**src/rtl/tbcr_defines.svh**
```systemverilog
`ifndef TBCR_DEFINES_SVH
`define TBCR_DEFINES_SVH

// device register byte offsets
`define TBCR_OFS_STATUS 12'h00c
`define TBCR_OFS_WPTR 12'h018
`define TBCR_OFS_TRIG_COUNT 12'h01c
`define TBCR_OFS_CAPTURE 12'h020
`define TBCR_OFS_TWD 12'h024
`define TBCR_OFS_MODE 12'h028
`define TBCR_OFS_LFILL 12'h02c
`define TBCR_OFS_CFILL 12'h030
`define TBCR_OFS_WMARK 12'h034
`define TBCR_OFS_FLUSH 12'h040
`define TBCR_OFS_FFS 12'h300

// device field positions
`define TBCR_CAPTURE_EN_BIT 0
`define TBCR_MODE_STALL_BIT 4
`define TBCR_FFS_FLUSH_BIT 0
`define TBCR_FFS_HALT_BIT 1
`define TBCR_STATUS_FULL_BIT 0
`define TBCR_STATUS_TRIG_BIT 1
`define TBCR_TRIG_COUNT_W 30
`define TBCR_TRIG_ID 7'h7d
`define TBCR_RST_WORD 32'h0000_0000

// trace source register byte offsets
`define TBCR_SRC_OFS_DATA 12'h000
`define TBCR_SRC_OFS_ID 12'h004
`define TBCR_SRC_OFS_TRIG 12'h008
`define TBCR_SRC_OFS_STAT 12'h00c
`define TBCR_SRC_PEND_BIT 0
`define TBCR_SRC_STALL_BIT 1
`define TBCR_SRC_FLUSH_BIT 2

`endif

```
**src/rtl/tbcr_pkg.sv**
```systemverilog
package tbcr_pkg;

	typedef enum logic [1:0] {
		TBCR_MODE_CIRC = 2'h0,
		TBCR_MODE_SWFIFO = 2'h1,
		TBCR_MODE_HWFIFO = 2'h2,
		TBCR_MODE_RSVD = 2'h3
	} tbcr_mode_t;

	typedef enum logic [1:0] {
		TBCR_ST_DISABLED,
		TBCR_ST_RUNNING,
		TBCR_ST_STOPPED
	} tbcr_state_t;

	typedef enum logic {
		TBCR_SRC_IDLE,
		TBCR_SRC_SEND
	} tbcr_src_state_t;

endpackage : tbcr_pkg

```
**src/rtl/tbcr_atb_if.sv**
```systemverilog
`timescale 1ns/10ps
interface tbcr_atb_if;
	logic atvalid;
	logic atready;
	logic [31:0] atdata;
	logic [6:0] atid;
	logic afvalid;
	logic afready;
	logic trigin;

	modport device (
		input atvalid,
		input atdata,
		input atid,
		input afready,
		input trigin,
		output atready,
		output afvalid
	);

	modport source (
		output atvalid,
		output atdata,
		output atid,
		output afready,
		output trigin,
		input atready,
		input afvalid
	);
endinterface : tbcr_atb_if

```
**src/rtl/tbcr_device.sv**
```systemverilog
`timescale 1ns/10ps
`include "tbcr_defines.svh"
// Notes on behaviour
// (RULE_01) circular mode: trigger, count words, then event
// (RULE_02) software keeps trigger count frame aligned
// (RULE_03) trigger count is 30-bit read-write
// (RULE_04) control bit 0 enables capture, resets 0
// (RULE_05) test data writes only while disabled
// (RULE_06) test words packed into wide memory words
// (RULE_07) software changes mode only while disabled
// (RULE_08) mode field decodes three modes, ignored disabled
// (RULE_09) reserved mode runs software fifo, reads back
// (RULE_10) stall bit picks stall or discard after stop
// (RULE_11) latched level reports max, reloads on read
// (RULE_12) latched level frozen disabled, loaded on enable
// (RULE_13) fill levels are one plus log2 depth
// (RULE_14) current level tracks live, holds when disabled
// (RULE_15) fifo modes: full at depth minus watermark
// (RULE_16) watermark reads back, maximum depth minus one
// (RULE_17) software sets watermark while disabled only
// (RULE_18) circular mode: full when write pointer wraps
// (RULE_19) halted flag set on stop, cleared on enable
// (RULE_20) flush flag tracks flush, frozen while disabled
// (RULE_21) triggered flag set on event, cleared enable
// (RULE_22) unimplemented bits read zero, writes ignored
module tbcr_device #(
	parameter int unsigned MEM_DEPTH = 256, // trace memory size in 32-bit words
	parameter int unsigned MEM_WIDTH = 128 // memory word width, at least 64
) (
	input wire logic clk_i, // system clock
	input wire logic rst_i, // sync reset, high
	tbcr_atb_if.device atb, // trace link from the sources
	input wire logic wb_cyc_i, // wishbone cycle
	input wire logic wb_stb_i, // wishbone strobe
	input wire logic wb_we_i, // wishbone write
	input wire logic [11:0] wb_adr_i, // byte address
	input wire logic [3:0] wb_sel_i, // byte selects
	input wire logic [31:0] wb_dat_i, // write data
	output logic [31:0] wb_dat_o, // read data
	output logic wb_ack_o, // one-cycle ack
	output logic full_o // vacancy threshold reached in fifo modes, write pointer wrapped in circular mode
);

	localparam int unsigned LW = $clog2(MEM_DEPTH);
	localparam int unsigned LANES = MEM_WIDTH / 32;
	localparam int unsigned LB = $clog2(LANES);
	localparam logic [LW:0] DEPTH = (LW + 1)'(MEM_DEPTH);

	function automatic logic [31:0] merge(input logic [31:0] old, input logic [31:0] nw,
		input logic [3:0] sel);
		logic [31:0] r;
		r = old;
		for (int i = 0; i < 4; i++) begin
			if (sel[i]) begin
				r[i*8 +: 8] = nw[i*8 +: 8];
			end
		end
		return r;
	endfunction : merge

	logic [MEM_WIDTH-1:0] mem [MEM_DEPTH/LANES];
	tbcr_pkg::tbcr_state_t st_q, st_d;
	logic [`TBCR_TRIG_COUNT_W-1:0] tcount_q, tcount_d, left_q, left_d;
	logic [1:0] mode_q, mode_d;
	logic stall_q, stall_d, armed_q, armed_d, trigd_q, trigd_d;
	logic full_q, full_d, halt_q, halt_d, fls_q, fls_d, afv_q, afv_d;
	logic rdy_q, rdy_d, ack_q, ack_d;
	logic [LW-1:0] ptr_q, ptr_d, wm_q, wm_d;
	logic [LW:0] fill_q, fill_d, lat_q, lat_d;
	logic [MEM_WIDTH-1:0] stg_q, stg_d;
	logic [31:0] rd_q, rd_d, wword, tmp;
	logic [2:0] tsync_q;
	logic req, wr, rd, take, store, twr, wmem, trig_seen, circ;
	tbcr_pkg::tbcr_mode_t emode;

	////////////////////////////////////////////////////////////////////////////
	always_comb begin
		req = wb_cyc_i & wb_stb_i & ~ack_q;
		wr = req & wb_we_i;
		rd = req & ~wb_we_i;
		tmp = `TBCR_RST_WORD;
		// reserved code runs as the software fifo
		emode = (mode_q == 2'h3) ? tbcr_pkg::TBCR_MODE_SWFIFO : tbcr_pkg::tbcr_mode_t'(mode_q); // [RULE_08] [RULE_09]
		circ = (emode == tbcr_pkg::TBCR_MODE_CIRC);
		take = atb.atvalid & rdy_q & (st_q == tbcr_pkg::TBCR_ST_RUNNING);
		// trigger packets are markers and are not stored
		store = take & (atb.atid != `TBCR_TRIG_ID);
		twr = wr & (wb_adr_i == `TBCR_OFS_TWD) & (st_q == tbcr_pkg::TBCR_ST_DISABLED); // [RULE_05]
		wword = store ? atb.atdata : wb_dat_i;
		wmem = (store | twr) & (ptr_q[LB-1:0] == LB'(LANES - 1)); // [RULE_06]
		trig_seen = (tsync_q[1] & ~tsync_q[2]) | (take & (atb.atid == `TBCR_TRIG_ID));
		st_d = st_q;
		tcount_d = tcount_q;
		left_d = left_q;
		mode_d = mode_q;
		stall_d = stall_q;
		armed_d = armed_q;
		trigd_d = trigd_q;
		full_d = full_q;
		halt_d = halt_q;
		fls_d = fls_q;
		afv_d = afv_q;
		ptr_d = ptr_q;
		wm_d = wm_q;
		fill_d = fill_q;
		lat_d = lat_q;
		stg_d = stg_q;
		ack_d = req;
		rd_d = `TBCR_RST_WORD;
		if (store | twr) begin
			stg_d[ptr_q[LB-1:0]*32 +: 32] = wword; // [RULE_06]
			ptr_d = ptr_q + LW'(1);
		end
		if (store) begin
			if (fill_q != DEPTH) begin
				fill_d = fill_q + (LW + 1)'(1); // [RULE_14]
			end
			if (circ & (ptr_q == LW'(MEM_DEPTH - 1))) begin
				full_d = 1'b1; // [RULE_18]
			end
		end
		if (~circ & (st_q != tbcr_pkg::TBCR_ST_DISABLED)) begin
			full_d = (fill_d >= (DEPTH - (LW + 1)'(wm_q))); // [RULE_15] [RULE_16]
		end
		unique case (st_q)
			tbcr_pkg::TBCR_ST_DISABLED: begin
				if (wr & (wb_adr_i == `TBCR_OFS_CAPTURE) & wb_sel_i[0]
					& wb_dat_i[`TBCR_CAPTURE_EN_BIT]) begin
					st_d = tbcr_pkg::TBCR_ST_RUNNING; // [RULE_04]
					trigd_d = 1'b0; // [RULE_21]
					full_d = 1'b0;
					halt_d = 1'b0; // [RULE_19]
					fls_d = 1'b0; // [RULE_20]
					armed_d = 1'b0;
					fill_d = '0;
					lat_d = '0; // [RULE_12]
				end
			end
			tbcr_pkg::TBCR_ST_RUNNING, tbcr_pkg::TBCR_ST_STOPPED: begin
				fls_d = afv_q; // [RULE_20]
				if (rd & (wb_adr_i == `TBCR_OFS_LFILL)) begin
					lat_d = fill_q; // [RULE_11]
				end else if (fill_d > lat_q) begin
					lat_d = fill_d; // [RULE_11]
				end
				if ((st_q == tbcr_pkg::TBCR_ST_RUNNING) & circ) begin
					if (armed_q & (left_q == '0)) begin
						armed_d = 1'b0;
						trigd_d = 1'b1; // [RULE_01] [RULE_21]
						halt_d = 1'b1; // [RULE_19]
						st_d = tbcr_pkg::TBCR_ST_STOPPED;
					end else if (armed_q & store) begin
						left_d = left_q - `TBCR_TRIG_COUNT_W'(1); // [RULE_01]
					end else if (~armed_q & ~trigd_q & trig_seen) begin
						armed_d = 1'b1; // [RULE_01]
						left_d = tcount_q;
					end
				end
				if (wr & (wb_adr_i == `TBCR_OFS_CAPTURE) & wb_sel_i[0]
					& ~wb_dat_i[`TBCR_CAPTURE_EN_BIT]) begin
					st_d = tbcr_pkg::TBCR_ST_DISABLED; // [RULE_04]
				end
			end
			default: st_d = tbcr_pkg::TBCR_ST_DISABLED;
		endcase
		if (afv_q & atb.afready) begin
			afv_d = 1'b0;
		end
		// stop leaves the link stalled only as the stall bit says; disable always stalls it
		rdy_d = (st_d == tbcr_pkg::TBCR_ST_RUNNING) | ((st_d == tbcr_pkg::TBCR_ST_STOPPED) & ~stall_q); // [RULE_10]
		if (wr) begin
			unique case (wb_adr_i)
				`TBCR_OFS_TRIG_COUNT: begin
					tmp = merge(32'(tcount_q), wb_dat_i, wb_sel_i);
					tcount_d = tmp[`TBCR_TRIG_COUNT_W-1:0]; // [RULE_03] [RULE_02]
				end
				`TBCR_OFS_MODE: begin
					// [RULE_07] mode is only changed while disabled by software
					tmp = merge({27'h0, stall_q, 2'h0, mode_q}, wb_dat_i, wb_sel_i);
					mode_d = tmp[1:0];
					stall_d = tmp[`TBCR_MODE_STALL_BIT]; // [RULE_22]
				end
				`TBCR_OFS_WPTR: begin
					tmp = merge({{(30 - LW){1'b0}}, ptr_q, 2'h0}, wb_dat_i, wb_sel_i);
					ptr_d = tmp[LW+1:2];
				end
				`TBCR_OFS_WMARK: begin
					// [RULE_17] watermark is set before enabling
					tmp = merge(32'(wm_q), wb_dat_i, wb_sel_i);
					wm_d = tmp[LW-1:0]; // [RULE_16]
				end
				`TBCR_OFS_FLUSH: begin
					if (wb_sel_i[0] & wb_dat_i[0] & (st_q != tbcr_pkg::TBCR_ST_DISABLED)) begin
						afv_d = 1'b1;
					end
				end
				default: tmp = `TBCR_RST_WORD;
			endcase
		end
		if (rd) begin
			unique case (wb_adr_i)
				`TBCR_OFS_STATUS: rd_d = {30'h0, trigd_q, full_q};
				`TBCR_OFS_WPTR: rd_d = {{(30 - LW){1'b0}}, ptr_q, 2'h0};
				`TBCR_OFS_TRIG_COUNT: rd_d = 32'(tcount_q); // [RULE_03]
				`TBCR_OFS_CAPTURE: rd_d = 32'(st_q != tbcr_pkg::TBCR_ST_DISABLED);
				`TBCR_OFS_MODE: rd_d = {27'h0, stall_q, 2'h0, mode_q}; // [RULE_09]
				`TBCR_OFS_LFILL: rd_d = 32'(lat_q); // [RULE_13]
				`TBCR_OFS_CFILL: rd_d = 32'(fill_q); // [RULE_13]
				`TBCR_OFS_WMARK: rd_d = 32'(wm_q);
				`TBCR_OFS_FLUSH: rd_d = 32'(afv_q);
				`TBCR_OFS_FFS: rd_d = {30'h0, halt_q, fls_q};
				default: rd_d = `TBCR_RST_WORD; // [RULE_22]
			endcase
		end
	end

	always_ff @(posedge clk_i) begin
		if (rst_i) begin
			st_q <= tbcr_pkg::TBCR_ST_DISABLED;
			tcount_q <= '0;
			left_q <= '0;
			mode_q <= 2'h0;
			stall_q <= 1'b0;
			armed_q <= 1'b0;
			trigd_q <= 1'b0;
			full_q <= 1'b0;
			halt_q <= 1'b0;
			fls_q <= 1'b0;
			afv_q <= 1'b0;
			rdy_q <= 1'b0;
			ack_q <= 1'b0;
			ptr_q <= '0;
			wm_q <= '0;
			fill_q <= '0;
			lat_q <= '0;
			stg_q <= '0;
			rd_q <= `TBCR_RST_WORD;
			tsync_q <= 3'h0;
		end else begin
			st_q <= st_d;
			tcount_q <= tcount_d;
			left_q <= left_d;
			mode_q <= mode_d;
			stall_q <= stall_d;
			armed_q <= armed_d;
			trigd_q <= trigd_d;
			full_q <= full_d;
			halt_q <= halt_d;
			fls_q <= fls_d;
			afv_q <= afv_d;
			rdy_q <= rdy_d;
			ack_q <= ack_d;
			ptr_q <= ptr_d;
			wm_q <= wm_d;
			fill_q <= fill_d;
			lat_q <= lat_d;
			stg_q <= stg_d;
			rd_q <= rd_d;
			// trigger pin: two stages, then an edge stage
			tsync_q <= {tsync_q[1:0], atb.trigin};
		end
	end

	// no reset on the array; contents are only meaningful once written
	always_ff @(posedge clk_i) begin
		if (wmem) begin
			mem[ptr_q[LW-1:LB]] <= stg_d; // [RULE_06]
		end
	end

	////////////////////////////////////////////////////////////////////////////
	assign atb.atready = rdy_q;
	assign atb.afvalid = afv_q;
	assign wb_dat_o = rd_q;
	assign wb_ack_o = ack_q;
	assign full_o = full_q;

endmodule : tbcr_device

```
**src/flat_wrapper.sv**
```systemverilog
// flat-port wrapper written by rule: the top's interface ports become plain ports
module tbcr_device_flat 
#(
	parameter int unsigned MEM_DEPTH = 256,                                     
	parameter int unsigned MEM_WIDTH = 128                                  
)
  (clk_i, rst_i, wb_cyc_i, wb_stb_i, wb_we_i, wb_adr_i, wb_sel_i, wb_dat_i, wb_dat_o, wb_ack_o, full_o, atb_atvalid, atb_atdata, atb_atid, atb_afready, atb_trigin, atb_atready, atb_afvalid);
  tbcr_atb_if atb_i ();
  input wire logic clk_i;
  input wire logic rst_i;
  input wire logic wb_cyc_i;
  input wire logic wb_stb_i;
  input wire logic wb_we_i;
  input wire logic [11:0] wb_adr_i;
  input wire logic [3:0] wb_sel_i;
  input wire logic [31:0] wb_dat_i;
  output logic [31:0] wb_dat_o;
  output logic wb_ack_o;
  output logic full_o;
  input wire logic [$bits(atb_i.atvalid)-1:0] atb_atvalid;
  input wire logic [$bits(atb_i.atdata)-1:0] atb_atdata;
  input wire logic [$bits(atb_i.atid)-1:0] atb_atid;
  input wire logic [$bits(atb_i.afready)-1:0] atb_afready;
  input wire logic [$bits(atb_i.trigin)-1:0] atb_trigin;
  output wire logic [$bits(atb_i.atready)-1:0] atb_atready;
  output wire logic [$bits(atb_i.afvalid)-1:0] atb_afvalid;
  assign atb_i.atvalid = atb_atvalid;
  assign atb_i.atdata = atb_atdata;
  assign atb_i.atid = atb_atid;
  assign atb_i.afready = atb_afready;
  assign atb_i.trigin = atb_trigin;
  assign atb_atready = atb_i.atready;
  assign atb_afvalid = atb_i.afvalid;
  tbcr_device #(.MEM_DEPTH(MEM_DEPTH), .MEM_WIDTH(MEM_WIDTH)) u_core (.clk_i(clk_i), .rst_i(rst_i), .atb(atb_i), .wb_cyc_i(wb_cyc_i), .wb_stb_i(wb_stb_i), .wb_we_i(wb_we_i), .wb_adr_i(wb_adr_i), .wb_sel_i(wb_sel_i), .wb_dat_i(wb_dat_i), .wb_dat_o(wb_dat_o), .wb_ack_o(wb_ack_o), .full_o(full_o));
endmodule
```
**config.mk**
```make
export PLATFORM = sky130hd
export DESIGN_NAME = tbcr_device_flat
export DESIGN_NICKNAME = d
export VERILOG_FILES = /design/src/rtl/tbcr_pkg.sv /design/src/rtl/tbcr_atb_if.sv /design/src/rtl/tbcr_device.sv /design/src/flat_wrapper.sv
export VERILOG_INCLUDE_DIRS = /design/src /design/src/rtl
export SDC_FILE = /design/constraint.sdc
export NUM_CORES = 1
export LEC_CHECK = 0
export BUFFER_PORTS_ARGS = -buffer_cell sky130_fd_sc_hd__clkbuf_2
export CAP_MARGIN = 0
export CORE_ASPECT_RATIO = 1.2
export CORE_MARGIN = 1
export CORE_UTILIZATION = 54
export DETAILED_ROUTE_END_ITERATION = 6
export GPL_TIMING_DRIVEN = 1
export MAX_ROUTING_LAYER = met4
export PLACE_DENSITY_LB_ADDON = 0.1
export SKIP_CTS_REPAIR_TIMING = 1
export SYNTH_ARGS = -nofsm -noshare
export SYNTH_HDL_FRONTEND = slang
export SYNTH_SLANG_ARGS = --single-unit
```
**constraint.sdc**
```tcl
create_clock -name clk_i -period 5.86 [get_ports clk_i]
set_clock_uncertainty 0.1 [all_clocks]
set_input_delay 1.172 -clock clk_i [delete_from_list [all_inputs] [get_ports clk_i]]
set_output_delay 1.172 -clock clk_i [all_outputs]
set_load 0.02 [all_outputs]
```
# Word-level counts from Yosys, hierarchy flattened

Cells that the tools add are included.

Eq/ne operators: 28
Bitwise operators: 40
Multiplexer cells: 41
Add/sub/neg operators: 4
Reduce and logical (&&, ||, !) cells: 19
$lt $le $gt $ge: 2

Operators with widths:

| operator                | number |
|---|---|
| $pmux W30 S10           | 1 |
| $eq A12 B6 Y1 const B   | 6 |
| $mux W9                 | 7 |
| $mux W30                | 2 |
| $mux W8                 | 4 |
| $logic_not A30 Y1       | 1 |
| $sub A30 B1 Y30 const B | 1 |
| $and A1 B1 Y1           | 27 |
| $eq A12 B5 Y1 const B   | 2 |
| $reduce_and A3 Y1       | 7 |
| $pmux W9 S2             | 1 |
| $mux W1                 | 16 |
| $eq A12 B10 Y1 const B  | 1 |
| $eq A12 B4 Y1 const B   | 1 |
| $eq A12 B7 Y1 const B   | 1 |
| $mux W2                 | 6 |
| $not A1 Y1              | 10 |
| $add A9 B1 Y9 const B   | 1 |
| $ge A9 B9 Y1            | 1 |
| $gt A9 B9 Y1            | 1 |
| $ne A9 B9 Y1 const B    | 1 |
| $sub A9 B8 Y9 const A   | 1 |
| $add A8 B1 Y8 const B   | 1 |
| $eq A8 B8 Y1 const B    | 1 |
| other kinds (18)        | 33 |

Register bits: 141
Input bits: 95
Output and inout port bits: 36

# Depth between registers and ports, before layout

Gate-level depths: netlist of the first run.

Word-level depth: 11
Gate-level depth with buffers: 14
Depth with buffers taken out: 13

# Worst setup path before layout of the first run

OpenSTA, ideal clock, no wires.

Kind: input to register
Start point: input port atb_atvalid
End point: register u_core.lat_q[0]
Arrival: 3.897 ns
Setup slack: 1.788 ns
Path buffers: 1
Data required time: 5.685 ns
Cell stages on the path: 11
Cells stage by stage: and3_1 clkbuf_1 o21ai_1 nor3_1 xor2_1 ha_1 a21o_1 a211oi_1 a221oi_1 o21ai_1 mux2i_1

Cells in the longest elaborated chain, start to end: 7

Ends and longest elaborated chain:

| what                                                              | RTL line           | source |
|---|---|---|
| start: declaration                                                | flat_wrapper.sv:20 | `input wire logic [$bits(atb_i.atvalid)-1:0] atb_atvalid;` |
| $and A1 B1 Y1 * (2 in series)                                     | tbcr_device.sv:85  | `take = atb.atvalid & rdy_q & (st_q == tbcr_pkg::TBCR_ST_RUNNING);` |
| $and A1 B1 Y1 *                                                   | tbcr_device.sv:87  | `` store = take & (atb.atid != `TBCR_TRIG_ID); `` |
| $mux W9 *                                                         | tbcr_device.sv:114 | `if (store) begin` |
| $gt A9 B9 Y1 / $mux W9 (equally long branches)                    | tbcr_device.sv:143 | `end else if (fill_d > lat_q) begin` |
| $ne A3 B1 Y1 (no line) / $mux W9 (equally long branches)          | -                  |  |
| $reduce_and A3 Y1 (no line) / $pmux W9 S2 (equally long branches) | -                  |  |
| end signal: assignment                                            | tbcr_device.sv:256 | `lat_q <= lat_d;` |
| end: declaration                                                  | tbcr_device.sv:69  | `logic [LW:0] fill_q, fill_d, lat_q, lat_d;` |

Mark *: on every way between the ends. The rest lies on a longest branch, timed or not. The select of a mux whose other input is x is not followed.
A chain may end at the register's enable or synchronous reset.

# Worst setup path after layout of the first run

Start point: input port atb_atid[6]
End point: register u_core.lat_q[6]

Cells in the longest elaborated chain, start to end: 6

Ends and longest elaborated chain:

| what                                                              | RTL line           | source |
|---|---|---|
| start: declaration                                                | flat_wrapper.sv:22 | `input wire logic [$bits(atb_i.atid)-1:0] atb_atid;` |
| $ne A7 B7 Y1 (no line) *                                          | -                  |  |
| $and A1 B1 Y1 *                                                   | tbcr_device.sv:87  |  |
| $mux W9 *                                                         | tbcr_device.sv:114 |  |
| $gt A9 B9 Y1 / $mux W9 (equally long branches)                    | tbcr_device.sv:143 |  |
| $ne A3 B1 Y1 (no line) / $mux W9 (equally long branches)          | -                  |  |
| $reduce_and A3 Y1 (no line) / $pmux W9 S2 (equally long branches) | -                  |  |

Marks and branches as above.

==> run_results.csv, run 1 <==
group,metric,value,unit
min_path,hold_path_depth,1,
timing,post-route-period-util,67.68,%
timing,hold_viol,0,
pwr,power_density,247.9,mW/mm2
clocking,clockBufferDepth,2,
cells_and_area,design_area,0.008718,mm2
cells_and_area,final_common_cell,"dfxtp_1",
clocking,insertion_delay,0.42,ns
synthesis,avgSynthCellArea,8.346,um2
synthesis,ys.flop_type,"dfxtp_1",
cells_and_area,diodes,0,
cells_and_area,fin_util,63.63,%
timing,setup_viol,0,
clocking,numCtsBuffers,17,
die,die_area,0.01447,mm2
cells_and_area,multiInputGateArea,0.004478,mm2
critical_path,startpoint_type,"primary input",
timing,fmax,252.1,MHz
timing,hold_ws,0.3372,ns
global_route,track_usage,31.67,%
drt,via_per_inst,6.074,
synthesis,synth-seq-area-share,36.84,%
timing,worst_slack,1.894,ns
placed_design,dp_hpwl,15.89,mm
drt,drc,0,
placed_design,place.gp.congestion,1.010,
placed_design,place_area,0.008098,mm2
timing,tightest_slew,1.099,ns
timing,max_slew_margin,26.36,%
outcome,status,"finished clean",
synthesis,synth-edff-count,0,
pwr,ir_worst_vdd,228.2,uV
cells_and_area,final_cell_mix,"dfxtp_1 (139), nor2_1 (99), clkbuf_2 (93)",
die,die_w,110.0,um
critical_path,cp.arrival,4.22,ns
timing,fin_crit,3.966,ns
synthesis,async_flop_share,0,%
cells_and_area,drive_above_1_share,17.05,%
min_path,hp-class,"reg -> reg",
clocking,cts.sinks,139,
critical_path,crit_type,"in -> reg",
critical_path,cp_max_fo,9,
cells_and_area,regArea,0.002783,mm2
drt,vias,7058,
drt,wl,21.58,mm
synthesis,synthDistinctLibCells,66,
critical_path,cp-end-kind,"flip-flop",
global_route,grt_pass1_wl,33.77,mm
die,core,0.01370,mm2
placed_design,dp_slack,1.489,ns
drt,ant_nets,0,
drt,drt_iter0_drc,563,
pwr,leakage,3.524,nW
timing,drv_slew,0,
global_route,first_global_vias,6568,
cells_and_area,area_growth,15.42,%
drt,dr.pass1.iters,5,
clocking,cts_tree,"done",
die,fp.dieH,131.6,um
cells_and_area,n_fill_cell,1215,
global_route,antenna_found_initial,0,
critical_path,required,6.11,ns
cells_and_area,nNetsFinal,1101,
drt,wl_per_cell,18.57,um
clocking,cts_root_buf,"clkbuf_16",
die,initial_utilization,55.13,%
synthesis,synth_cells,905,
timing,rsz0062_at_grt,"false",
placed_design,port_buffers,94,
synthesis,syn_area,0.007553,mm2
synthesis,synth_seq_cells,139,
global_route,grt_overflow,0,
die,io_pins,131,
run,cap_violations,0,
global_route,grt_max_degree,69,
clocking,cts.clk_slew.worst_paths,0.06,ns
die,num_rows,47,
critical_path,rr_worst_depth,13,
clocking,h-tree-depth,4,
timing,tns,0,ns
synthesis,yosys_warnings,0,
## kinds of logic after synthesis
family                     synth area share, %
AOI/OAI and AO/OA                        18.98
DFF                                      36.84
adders and majority gates                4.472
and+or+nand+nor                          26.14
other                                  0.04965
xor gates and xnor gates                 2.435
muxes                                    7.056
buffers and inverters                    4.025
## path summary, 6_finish.rpt
check,start,endpoint,slack (ns)
worst max register to register,u_core.st_q[1],u_core.lat_q[6],2.27
worst max-delay path,atb_atid[6],u_core.lat_q[6],1.89
worst min register to register,u_core.tsync_q[0],u_core.tsync_q[1],0.34
worst min-delay path,u_core.tsync_q[0],u_core.tsync_q[1],0.34
## stage by stage
stage | total power, mW | cells
global route | 2.217 | 1162
finish | 2.162 | 1162
floorplan | 0.9971 | 906
CTS | 2.170 | 1162
global placement | 1.032 | 1131
detailed placement | 1.032 | 1131
## state kept, by name (all words and copies together), names as in the netlist, 2 cells and up
name / cells
u_core.lat_q: 9
u_core.st_q: 2
u_core.left_q: 30
u_core.wm_q: 8
u_core.wb_dat_o: 30
u_core.tcount_q: 30
u_core.fill_q: 9
u_core.mode_q: 2
u_core.ptr_q: 8
u_core.tsync_q: 3
## synth_stat cells (19+ instances only)
master	instances	area, um2
a21oi_1	53	265.3
and3_1	27	168.9
clkbuf_1	42	157.7
dfxtp_1	139	2783
ha_1	27	337.8
inv_1	22	82.58
mux2i_1	51	510.5
nand2_1	82	307.8
nand3_1	29	145.1
nor2_1	100	375.4
nor3_1	32	160.2
o21ai_0	19	95.09
o21ai_1	21	105.1
## layout make-up
| cell class | instances | area share, % |
|---|---|---|
| tap | 171 | 2.454 |
| sequential | 139 | 31.92 |
| inverter | 22 | 0.9472 |
| clock inverter | 12 | 2.153 |
| multi-input combinational | 696 | 51.36 |
| timing repair buffer | 103 | 6.200 |
| clock buffer | 19 | 4.966 |
## layer usage
metal | track usage, % | part of all wire [%] | vias to the layer above
li1 | - | - | 3434
met1 | 36.14 | 40 | 3292
met2 | 50.76 | 49 | 256
met3 | 6.151 | 5.0 | 76
met4 | 18.44 | 5.7 | 0
met5 | - | 0 | -
## power breakdown
group | switching, mW | leakage (nW) | internal (mW)
clock network | 0.433 | 0.295 | 0.717
registers | 0.000412 | 1.12 | 0.946
logic | 0.0421 | 2.11 | 0.0234
## worst max-delay path: stages
cell and delay (ns):
clkbuf_2 0.08, nand4_1 0.30, o21ai_1 0.75, nor3_1 0.17, xor2_1 0.31, ha_1 0.32, a21o_1 0.19, a211oi_1 0.22
a221oi_1 0.15, o21ai_1 0.15, buf_4 0.21, mux2i_1 0.20
(Power assumes the default switching activity.)
==> run 2, diff against run 1 <==
--- a/config.mk
+++ b/config.mk
@@ -6,6 +6,7 @@
 export SDC_FILE = /design/constraint.sdc
 export NUM_CORES = 1
 export LEC_CHECK = 0
+export ABC_AREA = 1
 export BUFFER_PORTS_ARGS = -buffer_cell sky130_fd_sc_hd__clkbuf_2
 export CAP_MARGIN = 0
 export CORE_ASPECT_RATIO = 1.2
==> constraint.sdc (replaced) <==
create_clock -name clk_i -period 4.12 [get_ports clk_i]
set_clock_uncertainty 0.1 [all_clocks]
set_input_delay 0.824 -clock clk_i [delete_from_list [all_inputs] [get_ports clk_i]]
set_output_delay 0.824 -clock clk_i [all_outputs]
set_load 0.02 [all_outputs]
==> run_results.csv, run 2 <==
group,metric,value,unit
clocking,clockBufferDepth,2,
critical_path,cp-end-kind,"flip-flop",
pwr,leakage,4.164,nW
drt,ant_nets,0,
timing,post-route-period-util,75.41,%
timing,max_slew_margin,43.37,%
drt,drc,0,
cells_and_area,nNetsFinal,1433,
die,die_w,112.9,um
clocking,cts.sinks,139,
min_path,hold_path_depth,2,
pwr,p_clk_share,53.3,%
synthesis,synthTopCellsByArea,"dfxtp_1 (35%), nand2_1 (14%), nor2_1 (9.5%)",
clocking,insertion_delay,0.43,ns
critical_path,crit_type,"reg -> reg",
timing,tightest_slew,0.8417,ns
synthesis,syn_area,0.007964,mm2
critical_path,startpoint_type,"flip-flop",
synthesis,yosys_warnings,0,
global_route,first_global_vias,7619,
cells_and_area,drive_above_1_share,12.54,%
global_route,grt_max_degree,52,
pwr,power.total,3.091,mW
pwr,seqPwrFrac,43.5,%
synthesis,synth_top_family_by_area,"simple AND/OR/NAND/NOR gates",
die,fp.dieH,135.0,um
timing,tns,0,ns
synthesis,synth_most_common_cell,"nand2_1",
critical_path,path_common_cell,"nand2_1",
die,io_pins,131,
drt,via_per_inst,5.460,
pwr,p_sw_share,23.12,%
min_path,hp-class,"reg -> reg",
synthesis,synth_cells,1226,
outcome,status,"finished clean",
clocking,numCtsBuffers,17,
placed_design,port_buffers,94,
placed_design,dp_hpwl,17.71,mm
timing,setup_viol,0,
pwr,power_density,336.4,mW/mm2
synthesis,synth_simple_gate_area_share,34.91,%
run,cap_violations,0,
die,initial_utilization,55.25,%
clocking,cts_root_buf,"clkbuf_16",
synthesis,synth_xor_area_share,3.079,%
synthesis,synth_compound_gate_area_share,13.50,%
drt,vias,8184,
synthesis,synthTopCellsByCount,"nand2_1 (287), nor2_1 (201), dfxtp_1 (139)",
die,num_rows,48,
critical_path,crit_chain,"inv_1 -> ha_1 -> inv_1 -> nor2_1 -> nand2_2 -> inv_1 -> nand2_1 -> o21ai_0 -> buf_4 -> inv_1 -> ha_1 -> nand2_1 -> nor3_1 -> nand4_1 -> nand2_1 -> nand2_1 -> nand2_4 -> nand2_1 -> o21ai_0 -> nor2_1",
drt,wl,24.02,mm
synthesis,synth-edff-count,0,
pwr,comb_power_share,3.2,%
cells_and_area,final_cell_mix,"nand2_1 (287), nor2_1 (200), dfxtp_1 (139)",
critical_path,cp_max_fo,17,
synthesis,synth_seq_cells,139,
critical_path,rr_worst_depth,20,
cells_and_area,area_growth,15.37,%
critical_path,required,4.31,ns
drt,drt_iter0_drc,733,
placed_design,place.gp.congestion,0.9564,
die,die_area,0.01524,mm2
synthesis,synthAdderAreaFrac,4.242,%
synthesis,ys.flop_type,"dfxtp_1",
timing,rsz0062_at_grt,"false",
global_route,track_usage,33.55,%
clocking,cts_tree,"done",
timing,drv_slew,0,
global_route,grt_pass1_wl,38.18,mm
critical_path,critPathMaxStageDelay,0.35,ns
synthesis,synth_top_area_share,34.94,%
global_route,antenna_found_initial,0,
die,core,0.01441,mm2
cells_and_area,final_common_cell,"nand2_1",
pwr,p_int,2.376,mW
drt,wl_per_cell,16.03,um
global_route,grt_overflow,0,
timing,hold_viol,0,
pwr,power.switching,0.7147,mW
cells_and_area,diodes,0,
synthesis,synthDistinctLibCells,45,
clocking,cts.clk_slew.worst_paths,0.06,ns
synthesis,synth-seq-area-share,34.94,%
timing,fin_crit,3.107,ns
pwr,ir_worst_vdd,282.2,uV
synthesis,synth.mux.area_fraction,0.6284,%
synthesis,avgSynthCellArea,6.496,um2
critical_path,slowest_stage,"inv_1",
drt,dr.pass1.iters,5,
critical_path,cp.arrival,3.30,ns
timing,fmax,321.9,MHz
synthesis,async_flop_share,0,%
clocking,h-tree-depth,4,
synthesis,yosysTopAreaCell,"dfxtp_1",
run 2: cell count changes in the layout (fill, tap and decap cells not counted), sizes merged, moves of 11 or more:
cell,change
nand3,+50
mux2i,-46
nand2b,-17
inv,+113
o31ai,-11
nand4,+11
and3,-26
o21ai,+46
a21oi,+11
a21o,-11
nand2,+213
nor2b,-17
nor2,+108
run 2: per-layer routing:
| metal | global-route usage (%) | up-vias | routed length [um] |
|---|---|---|---|
| met5 | - | - | 0 |
| met4 | 18.79 | 0 | 1309 |
| met3 | 5.790 | 84 | 1422 |
| met2 | 56.76 | 291 | 11610 |
| met1 | 37.57 | 3651 | 9683 |
| li1 | - | 4158 | - |
run 2: critical path: cells and delay by family (launching register included):
kind,cells,cell delay [ns]
adder cells (fa/ha/maj),2,0.43
AND/OR/NAND/NOR,11,1.23
buffers and inverters,5,0.71
AO/OA/AOI/OAI,2,0.16
flip-flops,1,0.33
run 2: metrics by stage:
step / worst slack [ns] / cell area (um2) / std cells / util (%) / hold WS, ns
after floorplan: 1.057 / 7968 / 1227 / - / 0.2883
after CTS: 1.045 / 9188 / 1499 / 63.74 / 0.3161
after global routing: 0.7121 / 9188 / 1499 / 63.74 / 0.3436
after detailed placement: 0.7351 / 8557 / 1467 / 59.37 / 0.3061
after global placement: 0.7600 / 8557 / 1467 / 59.37 / 0.2962
final: 1.013 / 9188 / 1499 / 63.74 / 0.3115
run 2: final timing paths:
check                         start                 to  slack (ns)
setup / recovery     u_core.st_q[1]    u_core.lat_q[4]        1.01
setup reg to reg     u_core.st_q[1]    u_core.lat_q[4]        1.01
hold reg to reg   u_core.tsync_q[0]  u_core.tsync_q[1]        0.31
hold / removal    u_core.tsync_q[0]  u_core.tsync_q[1]        0.31
run 2: area by class of cell:
type	count	area (um2)
flip-flops and latches	139	2783
inverters	136	511.7
clock inverters	13	177.7
well taps	175	219.0
multi-input cells	913	4498
repair buffers	104	545.5
fillers	1406	5226
clock buffers	19	452.9
run 2: cell families (layout without fill, tap and decap cells):
logic type | count (synthesis) | in the layout
adders and majority gates | 27 | 27
AOI/OAI and AO/OA | 199 | 199
and+or+nand+nor | 652 | 652
buffers and inverters | 175 | 272
other | 1 | 2
DFF | 139 | 139
xor gates and xnor gates | 28 | 28
muxes | 5 | 5
run 2: power by group through the flow:
stage | Sequential (mW) | Combinational [mW] | Clock (mW)
6_report | 1.35 | 0.0975 | 1.65
5_1_grt | 1.35 | 0.105 | 1.71
4_1_cts | 1.35 | 0.0971 | 1.66
3_5_place_dp | 1.38 | 0.0966 | 0
3_3_place_gp | 1.38 | 0.0960 | 0
2_1_floorplan | 1.38 | 0.0440 | 0
